## config.mk

```make
export PLATFORM = sky130hd
export DESIGN_NAME = boot_pin_ctrl
export DESIGN_NICKNAME = d
export VERILOG_FILES = /design/src/boot_pin_pkg.sv /design/src/boot_pin_ctrl.sv
export SDC_FILE = /design/constraint.sdc
export NUM_CORES = 1
export LEC_CHECK = 0
export ABC_CLOCK_PERIOD_IN_PS = 3840
export BUFFER_PORTS_ARGS = -buffer_cell sky130_fd_sc_hd__buf_2
export CORE_MARGIN = 2
export CORE_UTILIZATION = 60
export CTS_CLUSTER_SIZE = 14
export DETAILED_ROUTE_END_ITERATION = 8
export MAX_ROUTING_LAYER = met4
export PLACE_DENSITY = 0.93
export RECOVER_POWER = 100
export SLEW_MARGIN = 20
export SYNTH_ARGS = -nofsm -noshare
export SYNTH_HDL_FRONTEND = slang
export SYNTH_SLANG_ARGS = --single-unit
```

## constraint.sdc

```tcl
create_clock -name clk -period 3.84 [get_ports clk]
set_input_delay 0.768 -clock clk [delete_from_list [all_inputs] [get_ports clk]]
set_output_delay 0.768 -clock clk [all_outputs]
set_load 0.05 [all_outputs]
```

## src/boot_pin_pkg.sv

```systemverilog
// Constants for the reset-phase pin state controller
package boot_pin_pkg;

    // ****************************************
    // Phases and bus personalities
    // ****************************************
    typedef enum logic [1:0] {
        PH_IN_RESET  = 2'b00,
        PH_OUT_RESET = 2'b01,
        PH_PREFETCH  = 2'b10,
        PH_RUN       = 2'b11
    } phase_e;

    localparam logic [1:0] MODE_ISA = 2'h0;
    localparam logic [1:0] MODE_PCMCIA = 2'h1;
    localparam logic [1:0] MODE_LOCAL = 2'h2;

    // ****************************************
    // Pin values
    // ****************************************
    localparam logic [19:0] SA_IN_RESET = 20'hfff00;
    localparam logic [19:0] SA_OUT_RESET = 20'hfff03;
    localparam logic [23:0] BOOT_ADDR = 24'hfffff0;
    localparam logic [15:0] SD_OUT_RESET = 16'h00ff;
    localparam logic [6:0] LA_OUT_RESET = 7'h00;
    localparam logic [23:0] WORD_STEP = 24'h000002;

    // ****************************************
    // Timing defaults in cycles of clk; the prefetch length is in words
    // ****************************************
    localparam int RESET_OUT_CYCLES = 16;
    localparam int PREFETCH_WORDS = 4;
    localparam int WORD_CYCLES = 4;

endpackage

```

## src/boot_pin_ctrl.sv

```systemverilog
// Reset-phase pin state controller with boot prefetch sequencer
`timescale 1ns/1ns
module boot_pin_ctrl #(
    parameter int OUT_CYCLES = boot_pin_pkg::RESET_OUT_CYCLES,
    parameter int FETCH_WORDS = boot_pin_pkg::PREFETCH_WORDS,
    parameter int FETCH_CYCLES = boot_pin_pkg::WORD_CYCLES
) (
    input wire logic clk,
    input wire logic resetn,
    input wire logic external_reset_in_n,
    input wire logic [1:0] strap_mode,
    input wire logic pci_stop_in_n,
    input wire logic pci_devsel_in_n,
    output logic system_reset_out_n,
    output logic [1:0] phase,
    output logic [1:0] bus_mode,
    output logic [2:0] pci_ctl_out_n,
    output logic pci_ctl_oe,
    output logic [19:0] isa_addr,
    output logic [6:0] isa_latch_addr,
    output logic isa_addr_oe,
    output logic [15:0] isa_data,
    output logic isa_data_oe,
    output logic isa_memr_n,
    output logic [4:0] isa_strobe_n,
    output logic [1:0] card_enable_n,
    output logic card_supply_5v_enable,
    output logic card_supply_3v_enable,
    output logic [3:0] flash_select_n,
    output logic [3:0] disk_strobe_n,
    output logic [3:0] disk_select,
    output logic disk_select_oe
);

    // Refuse counts the sequencer cannot serve
    if (OUT_CYCLES < 1 || FETCH_WORDS < 1 || FETCH_CYCLES < 2) begin : g_bad_counts
        $error("boot_pin_ctrl: counts out of range");
    end

    localparam int CW = $clog2(OUT_CYCLES + FETCH_WORDS * FETCH_CYCLES + 1);

    // ****************************************
    // Pin synchronisers
    // ****************************************
    logic [4:0] sync1_ff, sync2_ff;
    logic [4:0] nxt_sync1, nxt_sync2;

    // Pins come from outside, two stages before use
    always_comb begin
        nxt_sync1 = {external_reset_in_n, strap_mode, pci_stop_in_n, pci_devsel_in_n};
        nxt_sync2 = sync1_ff;
    end

    always_ff @(posedge clk or negedge resetn) begin
        if (!resetn) begin
            // Rest levels: reset input held, stop and devsel idle, so no false release
            sync1_ff <= 5'h03;
            sync2_ff <= 5'h03;
        end else begin
            sync1_ff <= nxt_sync1;
            sync2_ff <= nxt_sync2;
        end
    end

    logic rst_in_s, stop_s, devsel_s;
    logic [1:0] strap_s;
    assign rst_in_s = ~sync2_ff[4];
    assign strap_s = sync2_ff[3:2];
    assign stop_s = ~sync2_ff[1];
    assign devsel_s = ~sync2_ff[0];

    // ****************************************
    // Phase sequencer
    // ****************************************
    boot_pin_pkg::phase_e phase_ff, nxt_phase;
    logic [CW-1:0] cnt_ff, nxt_cnt;
    logic [CW-1:0] sub_ff, nxt_sub;
    logic [1:0] mode_ff, nxt_mode;
    logic [23:0] addr_ff, nxt_addr;

    // Phase follows the synced reset input; a new assertion wins from any phase
    always_comb begin
        nxt_phase = phase_ff;
        nxt_cnt = cnt_ff;
        nxt_sub = sub_ff;
        nxt_mode = mode_ff;
        nxt_addr = addr_ff;
        if (rst_in_s) begin
            nxt_phase = boot_pin_pkg::PH_IN_RESET;
            nxt_cnt = '0;
        end else begin
            case (phase_ff)
                boot_pin_pkg::PH_IN_RESET: begin
                    nxt_phase = boot_pin_pkg::PH_OUT_RESET;
                    nxt_mode = (strap_s == 2'h3) ? boot_pin_pkg::MODE_ISA : strap_s;
                    nxt_cnt = '0;
                end
                boot_pin_pkg::PH_OUT_RESET: begin
                    if (cnt_ff == CW'(OUT_CYCLES - 1)) begin
                        nxt_phase = boot_pin_pkg::PH_PREFETCH;
                        nxt_cnt = '0;
                        nxt_sub = '0;
                        nxt_addr = boot_pin_pkg::BOOT_ADDR;
                    end else begin
                        nxt_cnt = cnt_ff + 1'b1;
                    end
                end
                boot_pin_pkg::PH_PREFETCH: begin
                    // Target stop ends fetch early; only watched off the local bus
                    if (mode_ff != boot_pin_pkg::MODE_LOCAL && stop_s && sub_ff != '0) begin
                        nxt_phase = boot_pin_pkg::PH_RUN;
                    end else if (sub_ff == CW'(FETCH_CYCLES - 1)) begin
                        nxt_sub = '0;
                        nxt_addr = addr_ff + boot_pin_pkg::WORD_STEP;
                        if (cnt_ff == CW'(FETCH_WORDS - 1)) begin
                            nxt_phase = boot_pin_pkg::PH_RUN;
                        end else begin
                            nxt_cnt = cnt_ff + 1'b1;
                        end
                    end else begin
                        nxt_sub = sub_ff + 1'b1;
                    end
                end
                boot_pin_pkg::PH_RUN: begin
                    nxt_phase = boot_pin_pkg::PH_RUN;
                end
                default: begin
                    nxt_phase = boot_pin_pkg::PH_IN_RESET;
                end
            endcase
        end
    end

    always_ff @(posedge clk or negedge resetn) begin
        if (!resetn) begin
            phase_ff <= boot_pin_pkg::PH_IN_RESET;
            cnt_ff <= '0;
            sub_ff <= '0;
            mode_ff <= boot_pin_pkg::MODE_ISA;
            addr_ff <= boot_pin_pkg::BOOT_ADDR;
        end else begin
            phase_ff <= nxt_phase;
            cnt_ff <= nxt_cnt;
            sub_ff <= nxt_sub;
            mode_ff <= nxt_mode;
            addr_ff <= nxt_addr;
        end
    end

    // ****************************************
    // Pin drivers
    // ****************************************
    logic in_rst, out_rst, fetch, not_local, isa_like, strobe;
    assign in_rst = (nxt_phase == boot_pin_pkg::PH_IN_RESET);
    assign out_rst = (nxt_phase == boot_pin_pkg::PH_OUT_RESET);
    assign fetch = (nxt_phase == boot_pin_pkg::PH_PREFETCH);
    assign not_local = (nxt_mode != boot_pin_pkg::MODE_LOCAL);
    assign isa_like = not_local;
    assign strobe = fetch && nxt_sub != '0;

    // Pins are registered from next-state so they line up with the phase
    always_ff @(posedge clk or negedge resetn) begin
        if (!resetn) begin
            system_reset_out_n <= 1'b0;
            phase <= 2'h0;
            bus_mode <= 2'h0;
            pci_ctl_out_n <= 3'h7;
            pci_ctl_oe <= 1'b0;
            isa_addr <= boot_pin_pkg::SA_IN_RESET;
            isa_latch_addr <= boot_pin_pkg::LA_OUT_RESET;
            isa_addr_oe <= 1'b0;
            isa_data <= boot_pin_pkg::SD_OUT_RESET;
            isa_data_oe <= 1'b0;
            isa_memr_n <= 1'b1;
            isa_strobe_n <= 5'h1f;
            card_enable_n <= 2'h3;
            card_supply_5v_enable <= 1'b1;
            card_supply_3v_enable <= 1'b1;
            flash_select_n <= 4'hf;
            disk_strobe_n <= 4'hf;
            disk_select <= 4'h0;
            disk_select_oe <= 1'b0;
        end else begin
            system_reset_out_n <= !(in_rst || out_rst);
            phase <= nxt_phase;
            bus_mode <= nxt_mode;
            // Frame on the first cycle of a word, initiator-ready after; target-ready idle
            pci_ctl_oe <= fetch && not_local;
            pci_ctl_out_n <= {!(fetch && nxt_sub == '0), 1'b1, !strobe};
            isa_addr_oe <= !fetch || isa_like;
            if (in_rst) begin
                isa_addr <= boot_pin_pkg::SA_IN_RESET;
            end else if (out_rst) begin
                isa_addr <= boot_pin_pkg::SA_OUT_RESET;
            end else begin
                isa_addr <= nxt_addr[19:0];
            end
            isa_latch_addr <= (fetch || !(in_rst || out_rst)) ? nxt_addr[23:17]
                : boot_pin_pkg::LA_OUT_RESET;
            isa_data <= boot_pin_pkg::SD_OUT_RESET;
            isa_data_oe <= out_rst;
            isa_memr_n <= !(strobe && isa_like);
            isa_strobe_n <= 5'h1f;
            card_enable_n <= 2'h3;
            card_supply_5v_enable <= 1'b1;
            card_supply_3v_enable <= 1'b1;
            flash_select_n <= 4'hf;
            disk_strobe_n <= 4'hf;
            disk_select <= 4'h0;
            disk_select_oe <= !in_rst;
        end
    end

    // Devsel is sampled for visibility only; fetch timing is fixed
    logic devsel_seen_ff;
    always_ff @(posedge clk or negedge resetn) begin
        if (!resetn) begin
            devsel_seen_ff <= 1'b0;
        end else begin
            devsel_seen_ff <= devsel_s && not_local && fetch;
        end
    end

    // Cycles spent in output reset, kept only for the release-length check
    logic [CW-1:0] hold_len_ff, nxt_hold_len;
    always_comb begin
        nxt_hold_len = (phase == 2'h1) ? hold_len_ff + 1'b1 : '0;
    end

    always_ff @(posedge clk or negedge resetn) begin
        if (!resetn) begin
            hold_len_ff <= '0;
        end else begin
            hold_len_ff <= nxt_hold_len;
        end
    end
endmodule // boot_pin_ctrl

```

**After elaboration in Yosys (flattened, before gate mapping)**

Cells that the tools add are included.

- Output and inout port bits: 77
- Register bits: 85
- Word-level logic and storage cells: 84
- Input bits: 7

- Reduce and logical (&&, ||, !) cells: 21
- Multiplexer cells: 28
- Equal/unequal tests: 15
- $add $sub $neg: 3
- Bitwise operators: 1

Operators with widths:

| kind | count |
|---|---|
| 24-bit 2-to-1 mux | 4 |
| 6-bit 2-to-1 mux | 9 |
| 24-bit one-hot mux with 2 select lines | 1 |
| 20-bit 2-to-1 mux | 2 |
| 24-bit by 2-bit adder with 24-bit output, second input constant | 1 |
| 6-bit one-hot mux with 3 select lines | 1 |
| 2-bit 2-to-1 mux | 8 |
| 6-bit by 1-bit adder with 6-bit output, second input constant | 2 |
| 6-bit by 2-bit == test with 1-bit output, second input constant | 2 |
| 6-bit one-hot mux with 2 select lines | 1 |
| 6-bit nonzero test | 2 |
| 3-bit != test, second input constant | 3 |
| 2-bit == test, second input constant | 4 |
| 2-bit one-hot mux with 4 select lines | 1 |
| 7-bit 2-to-1 mux | 1 |
| 6-bit by 4-bit == test with 1-bit output, second input constant | 1 |
| 1-bit logical AND | 6 |
| 1-bit logical NOT | 6 |
| 6-bit logical NOT | 1 |
| 2-bit by 1-bit == test with 1-bit output, second input constant | 2 |
| 2-bit logical NOT | 2 |
| 2-bit != test, second input constant | 2 |
| 4-bit by 1-bit != test with 1-bit output, second input constant | 1 |
| 4-bit AND reduction | 1 |
| other kinds (2) | 4 |

**Depth between registers and ports, before layout**

- Word-level depth: 11
- Mapped depth: 9
- Mapped depth without buffers: 7

**Least setup slack after synthesis**

Ideal clock, no wire load.

- Path type: reg2reg
- Start: register, netlist name phase[0]
- End: register pci_ctl_out_n[2]
- Data required time: 3.746 ns
- Clock period less this slack: 2.581 ns
- Buffers on the path: 0
- Setup time: 0.094 ns
- Stages on the path, launching flop included: 8
- Path slack: 1.259 ns
- Arrival time: 2.487 ns
- Path through: dfrtp_1 inv_1 ha_1 and4_1 a21o_1 o22ai_1 or3_1 or4b_1

RTL lines:

| item | line | source |
|---|---|---|
| end signal: assignment | boot_pin_ctrl.sv:189 | `pci_ctl_out_n <= {!(fetch && nxt_sub == '0), 1'b1, !strobe};` |
| end: declaration | boot_pin_ctrl.sv:17 | `output logic [2:0] pci_ctl_out_n,` |

**Worst setup path after layout**

- Start: register cnt_ff[0]
- End: register isa_addr[16]

- Cells in the longest elaborated chain, start to end: 9
- Elaborated cells between the ends (all ways): 15
- Those cells by class: eq/ne: 3; mux: 11; reduce/logical: 1

RTL lines:

| item | line | source |
|---|---|---|
| start: declaration | boot_pin_ctrl.sv:76 | `logic [CW-1:0] cnt_ff, nxt_cnt;` |
| start signal: assignment | boot_pin_ctrl.sv:143 | `cnt_ff <= nxt_cnt;` |
| 6-bit by 2-bit == test with 1-bit output | boot_pin_ctrl.sv:115 | `if (cnt_ff == CW'(FETCH_WORDS - 1)) begin` |
| 2-bit 2-to-1 mux | boot_pin_ctrl.sv:115 |  |
| 2-bit 2-to-1 mux | boot_pin_ctrl.sv:112 | `end else if (sub_ff == CW'(FETCH_CYCLES - 1)) begin` |
| 2-bit 2-to-1 mux | boot_pin_ctrl.sv:110 | `if (mode_ff != boot_pin_pkg::MODE_LOCAL && stop_s && sub_ff != '0) begin` |
| 2-bit one-hot mux with 4 select lines | boot_pin_ctrl.sv:92 | `case (phase_ff)` |
| 2-bit 2-to-1 mux | boot_pin_ctrl.sv:88 | `if (rst_in_s) begin` |
| 2-bit by 1-bit == test with 1-bit output | boot_pin_ctrl.sv:155 | `assign out_rst = (nxt_phase == boot_pin_pkg::PH_OUT_RESET);` |
| 20-bit 2-to-1 mux | boot_pin_ctrl.sv:193 | `end else if (out_rst) begin` |
| 20-bit 2-to-1 mux (*) | boot_pin_ctrl.sv:191 | `if (in_rst) begin` |
| end signal: assignment | boot_pin_ctrl.sv:192 | `isa_addr <= boot_pin_pkg::SA_IN_RESET;` |
| end signal: assignment | boot_pin_ctrl.sv:194 | `isa_addr <= boot_pin_pkg::SA_OUT_RESET;` |
| end signal: assignment | boot_pin_ctrl.sv:196 | `isa_addr <= nxt_addr[19:0];` |
| end: declaration | boot_pin_ctrl.sv:19 | `output logic [19:0] isa_addr,` |

Every way passes the cells marked *; elsewhere a longest branch is shown, timed or not.
A chain may end at the register's enable or synchronous reset.

==> impl_results.md <==
- Outcome: complete, but fails checks
- Violated checks: max-capacitance violations, max-slew violations
- Min-Delay Endpoint: sync2_ff[4]
- Placed Cells: 597
- Largest net degree at the start of global routing: 84
- Mux cell area share after synthesis: 0.0296
- DRC: 0
- Total power: 1.80 mW
- Final setup TNS: 0 ns
- IO Count: 84
- HP Start: nxt_sync2[4]
- Final setup fails: 0
- FF-to-FF Start: cnt_ff[0]
- Initial antenna violation count: 0
- Setup bufs post-CTS: 0
- Fin cells: 613
- Final Hold Viols: 0
- ANT cells: 0
- Worst setup SP type: register
- CTS hold repair buffers: 0
- Most common cell after layout, fill and taps aside: dfrtp_1
- Post-DP HPWL: 6800 um
- Post-Synth Simple-Gate Area: 0.203
- Syn Inst Count: 476
- Clock Path Buffers: 2
- H-tree depth: 3
- Port-buffer cells: 44
- Die width: 91.3 um
- Vias: slightly below 4,000
- Crit path max fanout: 19
- Row count: 31
- Fin. max-slew vios: 84
- Post-CTS sizing: 0
- Synth Register Bits: 83
- Max Fclk: 315 MHz
- Critical path class: register to register
- Required time of the worst setup path: 4.12 ns
- Post-route cell area: slightly below 0.005 sq mm
- Mean Syn Cell Area: between 9 and 10 sq um
- First-pass GRT wire length: ~17,000 um
- GRT Total Usage: 0.259
- CTS tree: done
- RSZ-0062 raised after global routing: false
- Crit path DAT: 3.45 ns
- Die Y: around 91 um
- Hold depth: 0
- Crit. End Element: register
- Least-Margin Pin Slew: 1.91 ns
- Drt pass-1 iters: 9
- Post-Synth XOR/XNOR Area: 0
- Crit-path cells: ha_1 > and3_1 > a21o_1 > a211oi_1 > or2_0 > inv_2 > a22oi_1
- Leakage: 2.01 nW
- Period Utilization, post-route: 0.826
- Min-Delay Path Class: register to register
- Synth Area in Compound Gates: 0.182
- Top FF cell, synth: dfrtp_1
- Clk sink count: 83
- Die Area: 0.00833 sq mm
- CTS clock-pin slew for the worst setup and hold paths: 0.08 ns
- Flop-to-flop setup slack: 0.67 ns
- Skew final: between 0.01 and 0.015 ns
- Pwr per Cell Area: 371 mW/mm^2
- Nets@finish: around 530
- Relative slew slack: -0.273
- Inserted Clock Buffers: 9
- Largest family of logic cells by synthesized area: simple AND/OR/NAND/NOR gates
- Post-Synth Adder-Cell Area: 0.0246
- WP depth: 7
- R2r endpoint: isa_addr[16]
- EDFF count, synth: 0
- Post-Route WL: 10,200 um
- Clock root buffer: clkbuf_8
- VDD IR max: 0.208 mV
- Avg WL per Cell: 16.6 um
- Fin crit period: about 3.2 ns
- Drt first-iter violations: 663
- Yosys cell types: 63
- Share of cells above drive strength 1: 0.136
- Delay of the slowest cell on the worst path: between 0.7 and 0.8 ns
- Commonest non-fill, non-tap cells in the layout: dfrtp_1, clkbuf_1, nand2_1
- Register area share after synthesis: 0.465
- Routability Congestion: 0.994
- Overflow after GRT: 0
- Layout overhead on the synthesized area: 6.22%
- Post-Synthesis Cell Area: between 0.004 and 0.005 sq mm
- Critical path buffer and inverter count: 1
- Cell family with most CP delay: simple AND/OR/NAND/NOR gates
- Initial Util: 0.623
- CP max stage cell: or2_0
- Vias per cell: ~6.4
- Vias in the first global route: 3,498
- Area after DPL: 0.00470 sq mm
- Asr flop ratio synth: 1.00
- Core outline area: 0.00733 sq mm
- Synth warnings: 0
- Clk Latency, worst-skew pair: 0.37 ns
- Max Cap Viol: 1
- Reg2Reg Depth: 7
- Post-route ant nets: 0
[synthesized netlist by cell type (all sizes together) (9+ instances only)]
library cell,count,share of area
nand2,41,0.034
dfrtp,46,0.25
mux2i,9,0.020
nand3,31,0.034
dfstp,37,0.21
clkbuf,21,0.017
buf,40,0.065
o21ai,37,0.041
ha,9,0.025
o211ai,9,0.015
nor3,12,0.013
inv,14,0.012
nor2,19,0.016
nand2b,9,0.012
a31oi,12,0.016
and2,9,0.012
a21oi,10,0.011
[cell families after synthesis]
family                   count (synthesis)
AND/OR/NAND/NOR                        172
AO/OA/AOI/OAI                          122
flip-flops                              83
buffers and inverters                   75
multiplexers                            13
adder cells (fa/ha/maj)                  9
other                                    2
[worst max path at each step]
| stage | slack (ns) | from | to |
|---|---|---|---|
| 4_1_cts | 1.08 | phase[1] | pci_ctl_out_n[2] |
| 2_1_floorplan | 1.26 | phase[0] | pci_ctl_out_n[2] |
| 5_1_grt | 0.50 | cnt_ff[0] | isa_addr[16] |
| 3_5_place_dp | 1.13 | phase[1] | pci_ctl_out_n[2] |
| 3_3_place_gp | 1.20 | sub_ff[2] | isa_latch_addr[4] |
| 6_report | 0.67 | cnt_ff[0] | isa_addr[16] |
[cell type report]
cell class              count  area [sq um]
fillers                   590          2480
repair buffers             47           183
inverters                  14          52.6
clock inverters             1          30.0
clock buffers              15           188
well taps                  99           124
multi-input cells         354          2150
flip-flops and latches     83          2120
[per-layer routing]
metal | share of wire | wire (um) | GRT usage | vias up
li1 | - | - | - | 1741
met1 | 0.41 | 4210 | 0.334 | 1847
met2 | 0.46 | 4710 | 0.383 | 263
met3 | 0.087 | 883 | 0.0656 | 42
met4 | 0.035 | 360 | 0.128 | 0
met5 | 0 | 0 | - | -
[power breakdown]
group	switching [mW]	leakage [nW]	internal, mW	total [mW]
logic	0.194	0.896	0.0298	0.224
registers	0.0111	1.00	0.892	0.903
clock network	0.299	0.109	0.377	0.676
[registers in the layout, summed over array words and instances (netlist names), 2 cells and up]
signal / cells
sync2_ff: 4
addr_ff: 24
cnt_ff: 6
sub_ff: 6
isa_addr: 20
phase: 2
nxt_sync2: 4
pci_ctl_out_n: 2
bus_mode: 2
isa_latch_addr: 7
[per-stage QoR]
| stage | utilization | setup slack (ns) | hold slack (ns) |
|---|---|---|---|
| after global placement | 0.641 | 1.20 | 0.333 |
| after CTS | 0.671 | 1.08 | 0.352 |
| final | 0.662 | 0.669 | 0.351 |
| after detailed placement | 0.641 | 1.13 | 0.336 |
| after global routing | 0.662 | 0.502 | 0.357 |
| after floorplan | - | 1.26 | 0.331 |
Note: power is estimated with default switching activity, not from simulation.
